`src/rlfru_pkg.sv`:
```
// Package with opcodes, field positions, status bit positions and reset values.
package rlfru_pkg;
    localparam logic [5:0] OPC_THROUGH_CARRY = 6'h0D;
    localparam logic [5:0] OPC_WRAPAROUND    = 6'h11;
    localparam int         OPC_MSB           = 15;
    localparam int         OPC_LSB           = 10;
    localparam int         DEST_BIT          = 9;
    localparam int         BANK_BIT          = 8;
    localparam int         FADDR_MSB         = 7;
    localparam int         STAT_C            = 0;
    localparam int         STAT_Z            = 2;
    localparam int         STAT_N            = 4;
    localparam logic [7:0] WACC_RESET        = 8'h00;
    localparam logic [7:0] STATUS_RESET      = 8'h00;
    localparam logic [7:0] ACCESS_BANK       = 8'h00;
    localparam logic [3:0] BANK_PTR_RESET    = 4'h0;
    localparam logic [11:0] ADDR_WACC        = 12'h000;
    localparam logic [11:0] ADDR_STATUS      = 12'h004;
    localparam logic [11:0] ADDR_BANK        = 12'h008;
    localparam logic [11:0] ADDR_STATE       = 12'h00C;
    typedef enum logic [1:0] {
        RLFRU_IDLE  = 2'b00,
        RLFRU_READ  = 2'b01,
        RLFRU_WRITE = 2'b11
    } rlfru_state_t;
endpackage

```
`src/rlfru_rotate.sv`:
```
// Combinational rotate-left core with flag results.
module rlfru_rotate (
    input  wire logic [7:0] src,
    input  wire logic       carry_in,
    input  wire logic       through_carry,
    output logic      [7:0] result,
    output logic            carry_out,
    output logic            neg,
    output logic            zero
);
    always_comb begin
        // Bit 7 leaves; bit 0 gets the old carry or the wrapped bit 7.
        result    = {src[6:0], through_carry ? carry_in : src[7]}; // [RL1] [RL3]
        carry_out = through_carry ? src[7] : carry_in; // [RL1] [RL3]
        neg       = result[7]; // [RL9]
        zero      = (result == 8'h00); // [RL9]
    end
endmodule

```
`src/rlfru_top.sv`:
```
// Rotate-left file register unit with APB access to its control registers.
//
// Overview of operation
// RL1: Through-carry rotate: bit n goes to n+1, bit 7 to carry, carry to bit 0.
// RL2: Through-carry rotate updates carry, negative and zero flags only.
// RL3: Wraparound rotate: shift left, bit 7 to bit 0; only N and Z change.
// RL4: Destination bit 0 writes the working accumulator; file register kept.
// RL5: Destination bit 1 writes the result back to the file register.
// RL6: Bank bit 0 selects the access bank, ignoring the bank pointer.
// RL7: Bank bit 1 selects the bank named by the bank pointer.
// RL8: File field is eight bits, 0 to 255; d and a are single bits.
// RL9: N mirrors result bit 7; Z set when all result bits are zero.
module rlfru_top #(
    parameter int DATA_W = 8,
    parameter int BANK_W = 4
) (
    input  wire logic                pclk,
    input  wire logic                presetn,
    input  wire logic                psel,
    input  wire logic                penable,
    input  wire logic                pwrite,
    input  wire logic [11:0]         paddr,
    input  wire logic [31:0]         pwdata,
    output logic      [31:0]         prdata,
    output logic                     pready,
    output logic                     pslverr,
    input  wire logic                instr_valid,
    input  wire logic [15:0]         instr,
    output logic                     instr_ready,
    output logic      [BANK_W+7:0]   file_addr,
    output logic                     file_rd,
    input  wire logic [DATA_W-1:0]   file_rdata,
    output logic                     file_wr,
    output logic      [DATA_W-1:0]   file_wdata,
    output logic                     busy
);
    localparam logic [11:0] ADDR_WACC   = rlfru_pkg::ADDR_WACC;
    localparam logic [11:0] ADDR_STATUS = rlfru_pkg::ADDR_STATUS;
    localparam logic [11:0] ADDR_BANK   = rlfru_pkg::ADDR_BANK;
    localparam logic [11:0] ADDR_STATE  = rlfru_pkg::ADDR_STATE;

    // The rotate core and the register map are built for one byte of data.
    if (DATA_W != 8) begin : g_bad_data_w
        $error("rlfru_top serves only an 8-bit data path.");
    end
    // The bank pointer register holds at most one byte.
    if (BANK_W < 1 || BANK_W > 8) begin : g_bad_bank_w
        $error("rlfru_top bank pointer width must be 1 to 8.");
    end
    // The file field must fill the low byte of the instruction word. [RL8]
    if (rlfru_pkg::FADDR_MSB != 7) begin : g_bad_field
        $error("rlfru_top needs an eight-bit file field.");
    end

    rlfru_pkg::rlfru_state_t state_q;
    logic [7:0]              wacc_q;
    logic [7:0]              status_q;
    logic [BANK_W-1:0]       bank_q;
    logic [BANK_W+7:0]       addr_q;
    logic                    dest_q;
    logic                    carry_mode_q;
    logic [7:0]              rot_result;
    logic                    rot_c;
    logic                    rot_n;
    logic                    rot_z;
    logic                    accept;
    logic                    is_rot;
    logic                    apb_wr;
    logic                    apb_hit;

    logic                    sel_wacc;
    logic                    sel_status;
    logic                    sel_bank;
    logic                    sel_state;
    logic                    rot_retire;
    logic [31:0]             prdata_d;
    logic [31:0]             prdata_q;

    function automatic logic opc_match(input logic [15:0] w, input logic [5:0] opc);
        opc_match = (w[rlfru_pkg::OPC_MSB:rlfru_pkg::OPC_LSB] == opc);
    endfunction

    assign is_rot = opc_match(instr, rlfru_pkg::OPC_THROUGH_CARRY)
                  | opc_match(instr, rlfru_pkg::OPC_WRAPAROUND);
    assign instr_ready = (state_q == rlfru_pkg::RLFRU_IDLE);
    // Other opcodes are taken and dropped so the decoder never stalls on them.
    assign accept = instr_valid && instr_ready && is_rot;
    assign busy   = (state_q != rlfru_pkg::RLFRU_IDLE);

    // Sequencer: read the operand, then write the chosen destination.
    always_ff @(posedge pclk or negedge presetn) begin
        if (!presetn) begin
            state_q <= rlfru_pkg::RLFRU_IDLE;
        end else begin
            unique case (state_q)
                rlfru_pkg::RLFRU_IDLE: begin
                    if (accept) state_q <= rlfru_pkg::RLFRU_READ;
                end
                rlfru_pkg::RLFRU_READ:  state_q <= rlfru_pkg::RLFRU_WRITE;
                rlfru_pkg::RLFRU_WRITE: state_q <= rlfru_pkg::RLFRU_IDLE;
                default:                state_q <= rlfru_pkg::RLFRU_IDLE;
            endcase
        end
    end

    // Operand address latch.
    always_ff @(posedge pclk or negedge presetn) begin
        if (!presetn) begin
            addr_q       <= '0;
            dest_q       <= 1'b0;
            carry_mode_q <= 1'b0;
        end else if (accept) begin
            // The file field is a full byte, so all 256 locations are reachable. [RL8]
            if (instr[rlfru_pkg::BANK_BIT]) begin
                addr_q <= {bank_q, instr[rlfru_pkg::FADDR_MSB:0]}; // [RL7]
            end else begin
                addr_q <= {rlfru_pkg::ACCESS_BANK[BANK_W-1:0],
                           instr[rlfru_pkg::FADDR_MSB:0]}; // [RL6]
            end
            dest_q       <= instr[rlfru_pkg::DEST_BIT]; // [RL8]
            carry_mode_q <= opc_match(instr, rlfru_pkg::OPC_THROUGH_CARRY);
        end
    end

    assign file_addr = addr_q;
    assign file_rd   = (state_q == rlfru_pkg::RLFRU_READ);
    assign rot_retire = (state_q == rlfru_pkg::RLFRU_READ);

    rlfru_rotate u_rotate (
        .src           (file_rdata),
        .carry_in      (status_q[rlfru_pkg::STAT_C]),
        .through_carry (carry_mode_q),
        .result        (rot_result),
        .carry_out     (rot_c),
        .neg           (rot_n),
        .zero          (rot_z)
    );

    // Result capture for the file register write-back.
    always_ff @(posedge pclk or negedge presetn) begin
        if (!presetn) begin
            file_wdata <= '0;
            file_wr    <= 1'b0;
        end else begin
            file_wr <= (state_q == rlfru_pkg::RLFRU_READ) && dest_q; // [RL5]
            if (state_q == rlfru_pkg::RLFRU_READ) file_wdata <= rot_result; // [RL5]
        end
    end

    // One select per register; an offset that hits none of them answers with an error.
    assign apb_wr     = psel && penable && pwrite;
    assign sel_wacc   = (paddr == ADDR_WACC);
    assign sel_status = (paddr == ADDR_STATUS);
    assign sel_bank   = (paddr == ADDR_BANK);
    assign sel_state  = (paddr == ADDR_STATE);
    assign apb_hit    = sel_wacc || sel_status || sel_bank || sel_state;

    // Working accumulator; the rotate has priority over a same-cycle bus write.
    always_ff @(posedge pclk or negedge presetn) begin
        if (!presetn) begin
            wacc_q <= rlfru_pkg::WACC_RESET;
        end else if (rot_retire && !dest_q) begin
            wacc_q <= rot_result; // [RL4]
        end else if (apb_wr && sel_wacc) begin
            wacc_q <= pwdata[7:0];
        end
    end

    // Status flags: only C, N and Z are ever touched by a rotate.
    always_ff @(posedge pclk or negedge presetn) begin
        if (!presetn) begin
            status_q <= rlfru_pkg::STATUS_RESET;
        end else if (rot_retire) begin
            status_q[rlfru_pkg::STAT_N] <= rot_n; // [RL9] [RL2] [RL3]
            status_q[rlfru_pkg::STAT_Z] <= rot_z; // [RL9] [RL2] [RL3]
            if (carry_mode_q) status_q[rlfru_pkg::STAT_C] <= rot_c; // [RL2] [RL3]
        end else if (apb_wr && sel_status) begin
            status_q <= pwdata[7:0];
        end
    end

    // Bank pointer; bits above its width do not exist and read as zero.
    always_ff @(posedge pclk or negedge presetn) begin
        if (!presetn) begin
            bank_q <= BANK_W'(rlfru_pkg::BANK_PTR_RESET);
        end else if (apb_wr && sel_bank) begin
            bank_q <= pwdata[BANK_W-1:0];
        end
    end

    // Every register answers at once, so the bus never sees a wait state.
    assign pready  = 1'b1;
    assign pslverr = psel && penable && !apb_hit;

    always_comb begin
        prdata_d = 32'h00000000;
        unique case (paddr)
            ADDR_WACC:   prdata_d[7:0] = wacc_q;
            ADDR_STATUS: prdata_d[7:0] = status_q;
            ADDR_BANK:   prdata_d[BANK_W-1:0] = bank_q;
            ADDR_STATE:  prdata_d[1:0] = state_q;
            default:     prdata_d = 32'h00000000;
        endcase
    end

    // Read data is caught at the end of the setup phase, so it comes from a flip-flop and
    // still needs no wait state. A rotate that retires on that same edge is not seen by
    // the read; software reads the accumulator or the flags once the unit is idle.
    always_ff @(posedge pclk or negedge presetn) begin
        if (!presetn) begin
            prdata_q <= 32'h00000000;
        end else if (psel && !penable) begin
            prdata_q <= prdata_d;
        end
    end

    assign prdata = prdata_q;
endmodule

```
`config.mk`:
```
export PLATFORM = sky130hd
export DESIGN_NAME = rlfru_top
export DESIGN_NICKNAME = d
export VERILOG_FILES = /design/src/rlfru_pkg.sv /design/src/rlfru_rotate.sv /design/src/rlfru_top.sv
export SDC_FILE = /design/constraint.sdc
export NUM_CORES = 1
export LEC_CHECK = 0
export BUFFER_PORTS_ARGS = -buffer_cell sky130_fd_sc_hd__buf_4
export CAP_MARGIN = 20
export CORE_MARGIN = 1.5
export CORE_UTILIZATION = 46
export CTS_CLUSTER_SIZE = 12
export DETAILED_ROUTE_END_ITERATION = 6
export PLACE_DENSITY = 0.8
export SLEW_MARGIN = 20
export SYNTH_ARGS = -nofsm -noshare
export SYNTH_HDL_FRONTEND = slang
export SYNTH_HIERARCHICAL = 1
export SYNTH_SLANG_ARGS = --single-unit
```
`constraint.sdc`:
```
create_clock -name pclk -period 3.54 [get_ports pclk]
set_input_delay 0.885 -clock pclk [delete_from_list [all_inputs] [get_ports pclk]]
set_output_delay 0.885 -clock pclk [all_outputs]
set_load 0.02 [all_outputs]
```
==> summary.txt, run 1 <==
Outcome
  – Status: finished clean

Placed design
  – Place WS: approximately 250 ps
  – Dpl cell area: between 3000 and 4000 um^2
  – Post-placement cell count: 396
  – Post-DP HPWL: ~4300 um
  – Port buffer count: 82
  – Placer congestion estimate: 0.821

Yosys
  – Sequential area share after synthesis: 0.490
  – Post-synthesis register bit count: 53
  – Synth Instances: between 200 and 300
  – Post-synth cell types: 38
  – Synth Cell Area: around 2700 um^2
  – Ys Warns: 6
  – Syn Area/Cell: roughly 10 um^2

Power
  – Lkg Pwr: 1.64 nW
  – Pwr Density: between 500 and 600 nW/um^2
  – Overall power: ~1.8 mW
  – Clk pwr share: 0.185
  – Max IR drop VDD: roughly 350 uV
  – Net switching power: 0.643 mW
  – Comb pwr share: 0.361
  – Reg power frac: 0.455
  – Internal: about 1.2 mW
  – Switching Fraction: 0.356

Routing
  – Final WL: 5600 um
  – DRT iter0 DRCs: ~80
  – DRC viols: 0
  – DR WL/cell: approximately 14 um
  – Vias/cell: a little under 5
  – Vias: approximately 2.0k
  – Final antenna-violating net count: 0
  – First-pass detailed-route iteration total: 4

Final layout
  – Most frequent cells in the layout: buf_4 (85), dfrtp_1 (53), nand2_1 (51), conb_1 (25), o21ai_0 (19)
  – N_diodes: 0
  – Area Growth Syn to Fin: 22.1%
  – Most common cell after layout, fill and taps aside: buf_4
  – Share of cells above drive strength 1: 0.363
  – Post-Layout Inst Area: 3310 um^2
  – Layout Nets: around 410
  – Final std cells w/o fill: just over 400
  – Core Util, Final: 0.589

Clocking
  – Clk slew on worst S/H paths: 80 ps
  – Cts bufs inserted: 5
  – Clock Sinks: 53
  – CTS Hold Bufs: 0
  – Post-CTS setup buffers: 0
  – Clk root buf: clkbuf_8
  – Max Root-Sink Buffers: 2
  – TritonCTS clock tree: done
  – Clock Latency Late Sink: approximately 300 ps
  – H-tree Lvls: 2
  – Post-CTS sizing: 0

Floorplanning
  – Die Area: roughly 6400 um^2
  – Width of the die: between 70 and 80 um
  – Floorplan Core Area: approximately 5600 um^2
  – Row Count: 27
  – Initial Util: 0.483
  – Die Height: between 70 and 80 um
  – IO Pins: between 100 and 150

Setup path
  – Worst Setup SP: paddr[9]
  – FF-to-FF Start: state_q[1]$_DFFE_PN0P_
  – CP Data Arrival Time: 2410 ps
  – Crit Path Class: in -> out
  – Critical path buffers and inverters: 2
  – Slowest-stage cell, CP: or4_4
  – Most used cell, CP: buf_4
  – Crit end category: output port
  – Startpoint types: primary input
  – Delay of the slowest critical-path stage: ~550 ps
  – Crit-path max FO: 3
  – Crit path max-delay family: simple AND/OR/NAND/NOR gates
  – CP required: 2650 ps
  – Critical-path cell list: buf_4 > or4_4 > or4_1 > and3_2 > buf_4

STA
  – Crit path time final: 3300 ps
  – RSZ-0062 raised after global routing: no
  – Period Utilization, post-route: 0.931
  – Min Hold Slack: between 400 and 500 ps
  – Max Clk Rate: between 0.3 and 0.4 GHz
  – Relative slew margins: 0.465
  – Clock Skew: about 6.3 ps
  – # setup viols final: 0
  – Slew @ Worst Pin: between 700 and 800 ps
  – TNS Setup: 0 ps
  – Final Hold Viols: 0
  – Worst setup margin: ~240 ps
  – Slew Viols, Final: 0

Global route
  – Total track usage: 0.186
  – GRT met3 Usage: 0.0366
  – Gr busiest metal: met2
  – First-pass GRT wire length: between 9000 and 10000 um
  – GRT overflow: 0
  – Grt met2 use: 0.304
  – Number of global-route vias before repair: between 1.5k and 2k
  – Largest net degree at the start of global routing: 54
  – Met1 usage: 0.249
  – Initial antenna violation count: 0

Hold path
  – Worst Hold Class: reg -> reg
  – HP Start: file_addr[10]$_DFFE_PN0P_

Run
  – Max-Cap Viols: 0
[metal layers]
layer / part of all wire / wire [um]
met2: 0.49 / 2750
met3: 0.063 / 352
met5: 0 / 0
met1: 0.43 / 2430
met4: 0.011 / 63
[state kept, by name, indices dropped and copies added, names as in the netlist]
signal and cells:
bank_q 4, prdata 8, file_addr 12, file_wdata 8, file_wr 1, status_q 8, carry_mode_q 1, state_q 2
wacc_q 8, dest_q 1
[final timing paths]
kind	to	slack, ps	cells past startpoint
max in group asynchronous	file_wr$_DFF_PN0_	2480	1
min in group asynchronous	prdata[7]$_DFFE_PN0P_	610	1
max reg2reg	status_q[3]$_DFFE_PN0P_	1240	4
max	pslverr	240	5
min reg2reg	file_addr[10]$_DFFE_PN0P_	480	2
min	file_addr[10]$_DFFE_PN0P_	480	2
[cell usage after synthesis]
library cell,number,share of area
dfrtp_1,53,0.49
nand2_1,51,0.071
buf_4,33,0.092
o21ai_0,19,0.035
mux2i_1,16,0.059
mux2_2,15,0.062
a21oi_1,9,0.017
clkbuf_1,7,0.0097
mux2_4,5,0.028
nor2_1,5,0.0069
or4_1,5,0.014
inv_1,4,0.0055
nor4b_1,4,0.013
a211oi_1,2,0.0055
a22o_1,2,0.0065
buf_6,2,0.0083
conb_1,2,0.0028
nand2b_1,2,0.0046
nor3b_1,2,0.0055
o31ai_1,2,0.0055
or4_4,2,0.0083
and2_1,1,0.0023
and3_2,1,0.0028
and3b_1,1,0.0032
buf_2,1,0.0018
nand3_1,1,0.0018
nor2b_1,1,0.0023
nor3_2,1,0.0037
nor4_1,1,0.0023
nor4_2,1,0.0046
o2111ai_1,1,0.0032
o211ai_1,1,0.0028
o22ai_1,1,0.0023
or2b_2,1,0.0032
or3_1,1,0.0023
or3_2,1,0.0028
or4b_2,1,0.0037
or4b_4,1,0.0051
[area by class of cell]
type,count,area [um^2]
well taps,72,90.1
fillers,511,2300
flip-flops and latches,53,1330
clock buffers,7,86.3
inverters,4,15.0
repair buffers,85,638
multi-input cells,182,1150
[kinds of logic after synthesis]
| logic type | Yosys count | share of synthesized area |
|---|---|---|
| AO/OA/AOI/OAI | 37 | 0.0777 |
| buffers and inverters | 47 | 0.117 |
| flip-flops | 53 | 0.490 |
| multiplexers | 36 | 0.149 |
| other | 2 | 0.00277 |
| AND/OR/NAND/NOR | 84 | 0.163 |
[power groups by stage]
stage	logic, mW	registers (mW)	clock network (mW)
floorplan	0.328	0.904	0
global placement	0.642	0.824	0
detailed placement	0.661	0.831	0
CTS	0.661	0.821	0.348
global route	0.716	0.841	0.373
finish	0.652	0.822	0.334
[worst min-delay path, delay by kind of cell (launching register included)]
family           cells  cell delay, ps
flip-flops           1             350
AO/OA/AOI/OAI        1              50
AND/OR/NAND/NOR      1              40
(Power assumes the default switching activity.)
==> run 2, diff against run 1 <==
--- a/config.mk
+++ b/config.mk
@@ -6,12 +6,12 @@
 export NUM_CORES = 1
 export LEC_CHECK = 0
 export BUFFER_PORTS_ARGS = -buffer_cell sky130_fd_sc_hd__buf_4
-export CAP_MARGIN = 20
+export CAP_MARGIN = 5
 export CORE_MARGIN = 1.5
-export CORE_UTILIZATION = 46
+export CORE_UTILIZATION = 50
 export CTS_CLUSTER_SIZE = 12
 export DETAILED_ROUTE_END_ITERATION = 6
-export PLACE_DENSITY = 0.8
+export PLACE_DENSITY = 0.86
 export SLEW_MARGIN = 20
 export SYNTH_ARGS = -nofsm -noshare
 export SYNTH_HDL_FRONTEND = slang
==> constraint.sdc (replaced) <==
create_clock -name pclk -period 3.8 [get_ports pclk]
set_input_delay 0.95 -clock pclk [delete_from_list [all_inputs] [get_ports pclk]]
set_output_delay 0.95 -clock pclk [all_outputs]
set_load 0.02 [all_outputs]
==> summary.txt, run 2 (synthesis gave the netlist of run 1 again) <==
Outcome
  – Status: finished clean

Setup path
  – Levels on crit path: 5 (unchanged)
  – CP Data Arrival Time: 2480 ps (+70 ps)
  – Crit-path max FO: 3 (unchanged)
  – FF-to-FF Start: state_q[1]$_DFFE_PN0P_
  – Worst Setup SP: paddr[9]
  – Startpoint types: primary input
  – Crit path max-delay family: simple AND/OR/NAND/NOR gates
  – Crit Path Class: in -> out
  – Worst R2R Path Depth: 4 (unchanged)
  – Worst R2R Setup Slack: 1490 ps (+250 ps)
  – CP endpoint: pslverr
  – R2R Path End: status_q[7]$_DFFE_PN0P_
  – CP required: 2850 ps (+200 ps)
  – Crit end category: output port
  – Critical-path cell list: buf_4 > or4_4 > or4_1 > and3_2 > buf_4
  – Slowest-stage cell, CP: or4_4
  – Delay of the slowest critical-path stage: 550 ps (about the same)
  – Most used cell, CP: buf_4
  – Critical path buffers and inverters: 2 (unchanged)

Power
  – Switching Fraction: 0.358 (+0.00251)
  – Reg power frac: 0.454 (about the same)
  – Clk pwr share: 0.187 (+0.002)
  – Comb pwr share: 0.359 (-0.002)
  – Pwr Density: 512 nW/um^2 (-6.4%)
  – Internal: 1.09 mW (-6.8%)
  – Lkg Pwr: 1.64 nW (unchanged)
  – Max IR drop VDD: 293 uV (-15%)
  – Net switching power: 0.606 mW (-5.8%)

Routing
  – Final WL: 5670 um (+1.3%)
  – Vias/cell: 5.09 (+2.8%)
  – DRT iter0 DRCs: 159 (+94%)
  – DRC viols: 0 (unchanged)
  – Final antenna-violating net count: 0 (unchanged)
  – Vias: 2043 (+2.3%)
  – First-pass detailed-route iteration total: 4 (unchanged)
  – DR WL/cell: 14.1 um (+1.8%)

Global route
  – Largest net degree at the start of global routing: 54 (unchanged)
  – Total track usage: 0.203 (+0.0173)
  – Initial antenna violation count: 0 (unchanged)
  – First-pass GRT wire length: 9580 um (+4.4%)
  – GRT overflow: 0 (unchanged)
  – Number of global-route vias before repair: 2086 (+6.5%)

Placed design
  – Place WS: 375 ps (+129 ps)
  – Port buffer count: 82 (unchanged)
  – Post-DP HPWL: 4280 um (-0.33%)
  – Placer congestion estimate: 0.821 (about the same)

Floorplanning
  – Width of the die: 76.6 um (-3.9%)
  – Floorplan Core Area: 5170 um^2 (-7.8%)
  – Die Height: 76.6 um (-3.9%)
  – Die Area: 5860 um^2 (-7.7%)
  – Initial Util: 0.523 (+0.0406)
  – IO Pins: 132 (unchanged)
  – Row Count: 26 (-3.7%)

STA
  – Relative slew margins: 0.456 (-0.00881)
  – Max Clk Rate: 0.292 GHz
  – TNS Setup: 0 ps (unchanged)
  – # setup viols final: 0 (unchanged)
  – Clock Skew: 7.64 ps (+1.31 ps)
  – Period Utilization, post-route: 0.902
  – Slew Viols, Final: 0 (unchanged)
  – Crit path time final: around 3400 ps
  – RSZ-0062 raised after global routing: no
  – Worst setup margin: 373 ps (+130 ps)
  – Slew @ Worst Pin: 813 ps (+13.2 ps)
  – Final Hold Viols: 0 (unchanged)

Final layout
  – Reg area: 1330 um^2 (unchanged)
  – Most frequent cells in the layout: buf_4 (85), dfrtp_1 (53), nand2_1 (51), conb_1 (25), o21ai_0 (19)
  – Fillers: 434 (-15%)
  – Max reg flops: 12 (unchanged)
  – Multi-input combinational cell area: 1150 um^2 (unchanged)
  – Share of cells above drive strength 1: 0.363 (unchanged)
  – N_diodes: 0 (unchanged)
  – Layout Nets: 405 (unchanged)
  – Area Growth Syn to Fin: 22.1% (about the same)
  – Most common cell after layout, fill and taps aside: buf_4

Hold path
  – Worst Hold Class: reg -> reg

Clocking
  – Post-CTS sizing: 0 (unchanged)
  – Cts bufs inserted: 5 (unchanged)
  – Clock Sinks: 53 (unchanged)
  – Clk slew on worst S/H paths: 80 ps (about the same)
  – H-tree Lvls: 2 (unchanged)
  – Clock Latency Late Sink: 310 ps (about the same)
  – TritonCTS clock tree: done
  – Max Root-Sink Buffers: 2 (unchanged)
  – Post-CTS setup buffers: 0 (unchanged)
  – Clk root buf: clkbuf_8
  – CTS Hold Bufs: 0 (unchanged)

Run
  – Max-Cap Viols: 0 (unchanged)
-- run 2: cell counts in the layout (fill, tap and decap cells not counted) --
No cell type changed its count.
-- run 2: through the flow --
step / cells / util / cell area (um^2) / power (mW) / hold slack, ps
after floorplan: 282 / - / 2790 / 1.15 / 435
after global placement: 394 / 0.622 / 3220 / 1.37 / 461
after CTS: 401 / 0.639 / 3300 / 1.71 / 491
after detailed placement: 394 / 0.622 / 3220 / 1.39 / 470
final: 401 / 0.639 / 3300 / 1.69 / 482
after global routing: 401 / 0.639 / 3300 / 1.81 / 505
-- run 2: worst min-delay path by stage --
stage | from | endpoint | slack [ps] | cells after the start
finish | prdata[7]$_DFFE_PN0P_ | prdata[7]$_DFFE_PN0P_ | 480 | 2
global route | file_wdata[1]$_DFFE_PN0P_ | file_wdata[1]$_DFFE_PN0P_ | 510 | 2
CTS | prdata[6]$_DFFE_PN0P_ | prdata[6]$_DFFE_PN0P_ | 490 | 2
detailed placement | file_wdata[6]$_DFFE_PN0P_ | file_wdata[6]$_DFFE_PN0P_ | 470 | 2
global placement | file_wdata[3]$_DFFE_PN0P_ | file_wdata[3]$_DFFE_PN0P_ | 460 | 2
floorplan | state_q[1]$_DFFE_PN0P_ | state_q[0]$_DFFE_PN0P_ | 440 | 1
-- run 2: worst register-to-register path: cells and delay by family (launching register included) --
family,cells,cell delay [ps]
buf+inv,1,370
simple gates,2,1100
flops,1,410
mux,1,330
-- run 2: layer usage --
layer	vias to the layer above	track usage	wire, um
met3	9	0.0527	364
met5	-	0	0
li1	974	-	-
met4	0	0.0630	61
met2	81	0.337	2830
met1	979	0.260	2420
-- run 2: final cells by class --
class	count	area share
sequential	53	0.402
tap	70	0.0265
timing repair buffer	85	0.193
inverter	4	0.00455
clock buffer	7	0.0261
multi-input combinational	182	0.348
-- run 2: power by group through the flow --
stage	logic, mW	registers [mW]	clock network [mW]
finish	0.608	0.768	0.316
global route	0.671	0.785	0.349
CTS	0.617	0.767	0.325
detailed placement	0.614	0.777	0
global placement	0.598	0.768	0
floorplan	0.306	0.842	0
==> run 3, diff against run 2 <==
--- a/config.mk
+++ b/config.mk
@@ -5,13 +5,14 @@
 export SDC_FILE = /design/constraint.sdc
 export NUM_CORES = 1
 export LEC_CHECK = 0
+export ABC_AREA = 1
 export BUFFER_PORTS_ARGS = -buffer_cell sky130_fd_sc_hd__buf_4
 export CAP_MARGIN = 5
 export CORE_MARGIN = 1.5
 export CORE_UTILIZATION = 50
 export CTS_CLUSTER_SIZE = 12
 export DETAILED_ROUTE_END_ITERATION = 6
-export PLACE_DENSITY = 0.86
+export PLACE_DENSITY = 0.84
 export SLEW_MARGIN = 20
 export SYNTH_ARGS = -nofsm -noshare
 export SYNTH_HDL_FRONTEND = slang
==> summary.txt, run 3 <==
Power
  – Max IR drop VDD: 365 uV (+24%)
  – Lkg Pwr: 1.93 nW (+17%)
  – Clk pwr share: 0.204 (+0.017)
  – Switching Fraction: 0.361 (+0.00278)
  – Overall power: 1.89 mW (+12%)
  – Net switching power: 0.684 mW (+13%)
  – Comb pwr share: 0.364 (+0.005)
  – Reg power frac: 0.432 (-0.022)
  – Internal: 1.21 mW (+11%)
  – Pwr Density: 536 nW/um^2 (+4.7%)

Clocking
  – Clock Sinks: 53 (unchanged)
  – CTS Hold Bufs: 0 (unchanged)
  – Cts bufs inserted: 5 (unchanged)
  – Max Root-Sink Buffers: 2 (unchanged)
  – TritonCTS clock tree: done
  – Clk root buf: clkbuf_8
  – Post-CTS setup buffers: 0 (unchanged)
  – H-tree Lvls: 2 (unchanged)
  – Clk slew on worst S/H paths: 80 ps (about the same)
  – Post-CTS sizing: 0 (unchanged)
  – Clock Latency Late Sink: 300 ps (about the same)

Final layout
  – Fillers: 509 (+17%)
  – Most frequent cells in the layout: nand2_1 (88), buf_4 (84), dfrtp_1 (53), inv_1 (38), nand3_1 (33)
  – Multi-input combinational cell area: 1210 um^2 (+5.3%)
  – Area Growth Syn to Fin: 21.3%
  – Reg area: 1330 um^2 (unchanged)
  – Max reg flops: 12 (unchanged)
  – N_diodes: 0 (unchanged)
  – Layout Nets: 504 (+24%)
  – Share of cells above drive strength 1: 0.274 (-0.0888)
  – Most common cell after layout, fill and taps aside: nand2_1
  – Post-Layout Inst Area: 3530 um^2 (+6.9%)

Setup path
  – Worst R2R Setup Slack: 1690 ps (+200 ps)
  – Crit-path max FO: 3 (unchanged)
  – Most used cell, CP: buf_4
  – Critical-path cell list: buf_4 > nor2_1 > nand2_1 > nor2_4 > a21oi_1 > buf_4
  – CP required: 2850 ps (about the same)
  – Slowest-stage cell, CP: nand2_1
  – Startpoint types: primary input
  – Critical path buffers and inverters: 2 (unchanged)
  – Crit Path Class: in -> out
  – Worst R2R Path Depth: 7 (+3)
  – FF-to-FF Start: state_q[1]$_DFFE_PN0P_
  – Crit path max-delay family: simple AND/OR/NAND/NOR gates
  – Crit end category: output port
  – Delay of the slowest critical-path stage: 160 ps (-390 ps)
  – R2R Path End: wacc_q[3]$_DFFE_PN0P_
  – CP Data Arrival Time: 1690 ps (-790 ps)

Outcome
  – Status: finished clean

Floorplanning
  – Floorplan Core Area: 5570 um^2 (+7.8%)
  – Width of the die: 79.3 um (+3.6%)
  – Die Height: 79.3 um (+3.6%)
  – Die Area: 6290 um^2 (+7.3%)
  – Initial Util: 0.523 (-0.000663)
  – Row Count: 27 (+3.8%)
  – IO Pins: 132 (unchanged)

Placed design
  – Dpl cell area: 3420 um^2 (+6.2%)
  – Placer congestion estimate: 0.788 (-4.1%)
  – Post-DP HPWL: 4600 um (+7.6%)
  – Port buffer count: 82 (unchanged)

Hold path
  – Worst Hold Class: reg -> reg
  – Worst hold stages: 2 (unchanged)
  – HP Start: file_addr[0]$_DFFE_PN0P_
  – Hold Path Sink: file_addr[0]$_DFFE_PN0P_

Global route
  – Number of global-route vias before repair: 2138 (+2.5%)
  – GRT overflow: 0 (unchanged)
  – Largest net degree at the start of global routing: 54 (unchanged)
  – Initial antenna violation count: 0 (unchanged)
  – Total track usage: 0.206 (+0.00317)
  – First-pass GRT wire length: 10100 um (+5.8%)

STA
  – Relative slew margins: 0.553 (+0.0965)
  – Max Clk Rate: 0.379 GHz (+30%)
  – TNS Setup: 0 ps (unchanged)
  – RSZ-0062 raised after global routing: no
  – Period Utilization, post-route: 0.694 (-0.208)
  – Slew Viols, Final: 0 (unchanged)
  – Crit path time final: 2640 ps (-792 ps)
  – Final Hold Viols: 0 (unchanged)
  – Clock Skew: 8.72 ps (+1.08 ps)
  – # setup viols final: 0 (unchanged)
  – Slew @ Worst Pin: 669 ps (-144 ps)

Routing
  – DR WL/cell: 12.0 um (-15%)
  – First-pass detailed-route iteration total: 4 (unchanged)
  – Vias: 2412 (+18%)
  – Vias/cell: 4.80 (-5.9%)
  – DRC viols: 0 (unchanged)
  – Final antenna-violating net count: 0 (unchanged)
  – DRT iter0 DRCs: 221 (+39%)
  – Final WL: 6010 um (+6.0%)

Yosys
  – Synth Instances: 357 (+38%)
  – Cell taking the most area after synthesis: dfrtp_1
  – Post-synth cell types: 29 (-24%)
  – Syn Area/Cell: 8.16 um^2 (-22%)
  – Post-synthesis register bit count: 53 (unchanged)
  – Primary FF master, synth: dfrtp_1
  – Top-count cell post-synth: nand2_1
  – Synth cell count leaders: nand2_1 (88), dfrtp_1 (53), inv_1 (38)
  – Sequential area share after synthesis: 0.455 (-0.0347)
  – Post-synth EDFFs: 0 (unchanged)
  – Synth Cell Area: 2910 um^2 (+7.6%)
  – Asr flop ratio synth: 1.00 (unchanged)
  – Ys Warns: 6 (unchanged)
  – Main area contributors after synthesis: dfrtp_1 (46%), nand2_1 (11%), buf_4 (9.0%)
  – Yosys top cell area share: 0.455 (-0.0347)

Run
  – Max-Cap Viols: 0 (unchanged)
[run 3: changes by cell type in the layout (fill, tap and decap cells not counted), sizes merged, moves of 3 or more]
cell,change
nor4b,-4
nor3,+3
inv,+38
nor2,+27
a31oi,+4
o21a,+3
nand4,+4
mux2,-20
o21ai,+11
nand2,+41
mux2i,-16
nand3,+36
or4,-7
[run 3: metal layers]
layer	global-route usage	vias to the layer above	wire length (um)
met4	0.0614	0	86
met1	0.290	1096	2650
met3	0.0368	9	400
li1	-	1224	-
met5	0	-	0
met2	0.326	83	2870
[run 3: kinds of logic (layout without fill, tap and decap cells)]
group / Yosys count / count (layout) / share of synthesized area
AND/OR/NAND/NOR: 169 / 169 / 0.286
buffers and inverters: 83 / 134 / 0.159
flip-flops: 53 / 53 / 0.455
AO/OA/AOI/OAI: 50 / 50 / 0.0975
other: 2 / 25 / 0.00258
[run 3: area by class of cell]
| class | count | share of cell area |
|---|---|---|
| clock buffer | 7 | 0.0244 |
| tap | 72 | 0.0255 |
| clock inverter | 1 | 0.00850 |
| inverter | 42 | 0.0446 |
| sequential | 53 | 0.375 |
| multi-input combinational | 244 | 0.343 |
| timing repair buffer | 84 | 0.179 |
[run 3: worst register-to-register path, stage by stage, from the launching register on]
cell     delay, ps
dfrtp_1        420
inv_1           70
nand2_1        250
nor2_1         620
inv_1          250
nand2_4        240
nor2_1          60
a21oi_1        130
[run 3: how the worst max path moves through the flow]
stage,start,end,cells after the start
floorplan,paddr[11],pslverr,5
global placement,paddr[11],pslverr,6
detailed placement,paddr[9],pslverr,6
CTS,paddr[7],pslverr,6
global route,paddr[7],pslverr,6
finish,paddr[11],pslverr,6
[run 3: metrics by stage]
step / util / std cells / setup slack (ps) / hold slack (ps)
floorplan: - / 380 / 1080 / 443
global placement: 0.613 / 495 / 1160 / 462
detailed placement: 0.613 / 495 / 1170 / 466
CTS: 0.634 / 503 / 1160 / 490
global route: 0.634 / 503 / 1100 / 514
finish: 0.634 / 503 / 1160 / 490
[run 3: power by group through the flow]
stage / Combinational, mW / Sequential [mW] / Clock [mW]
after floorplan: 0.337 / 0.910 / 0
after global placement: 0.676 / 0.821 / 0
after global routing: 0.751 / 0.837 / 0.425
final: 0.688 / 0.819 / 0.386
after CTS: 0.694 / 0.817 / 0.397
after detailed placement: 0.693 / 0.824 / 0
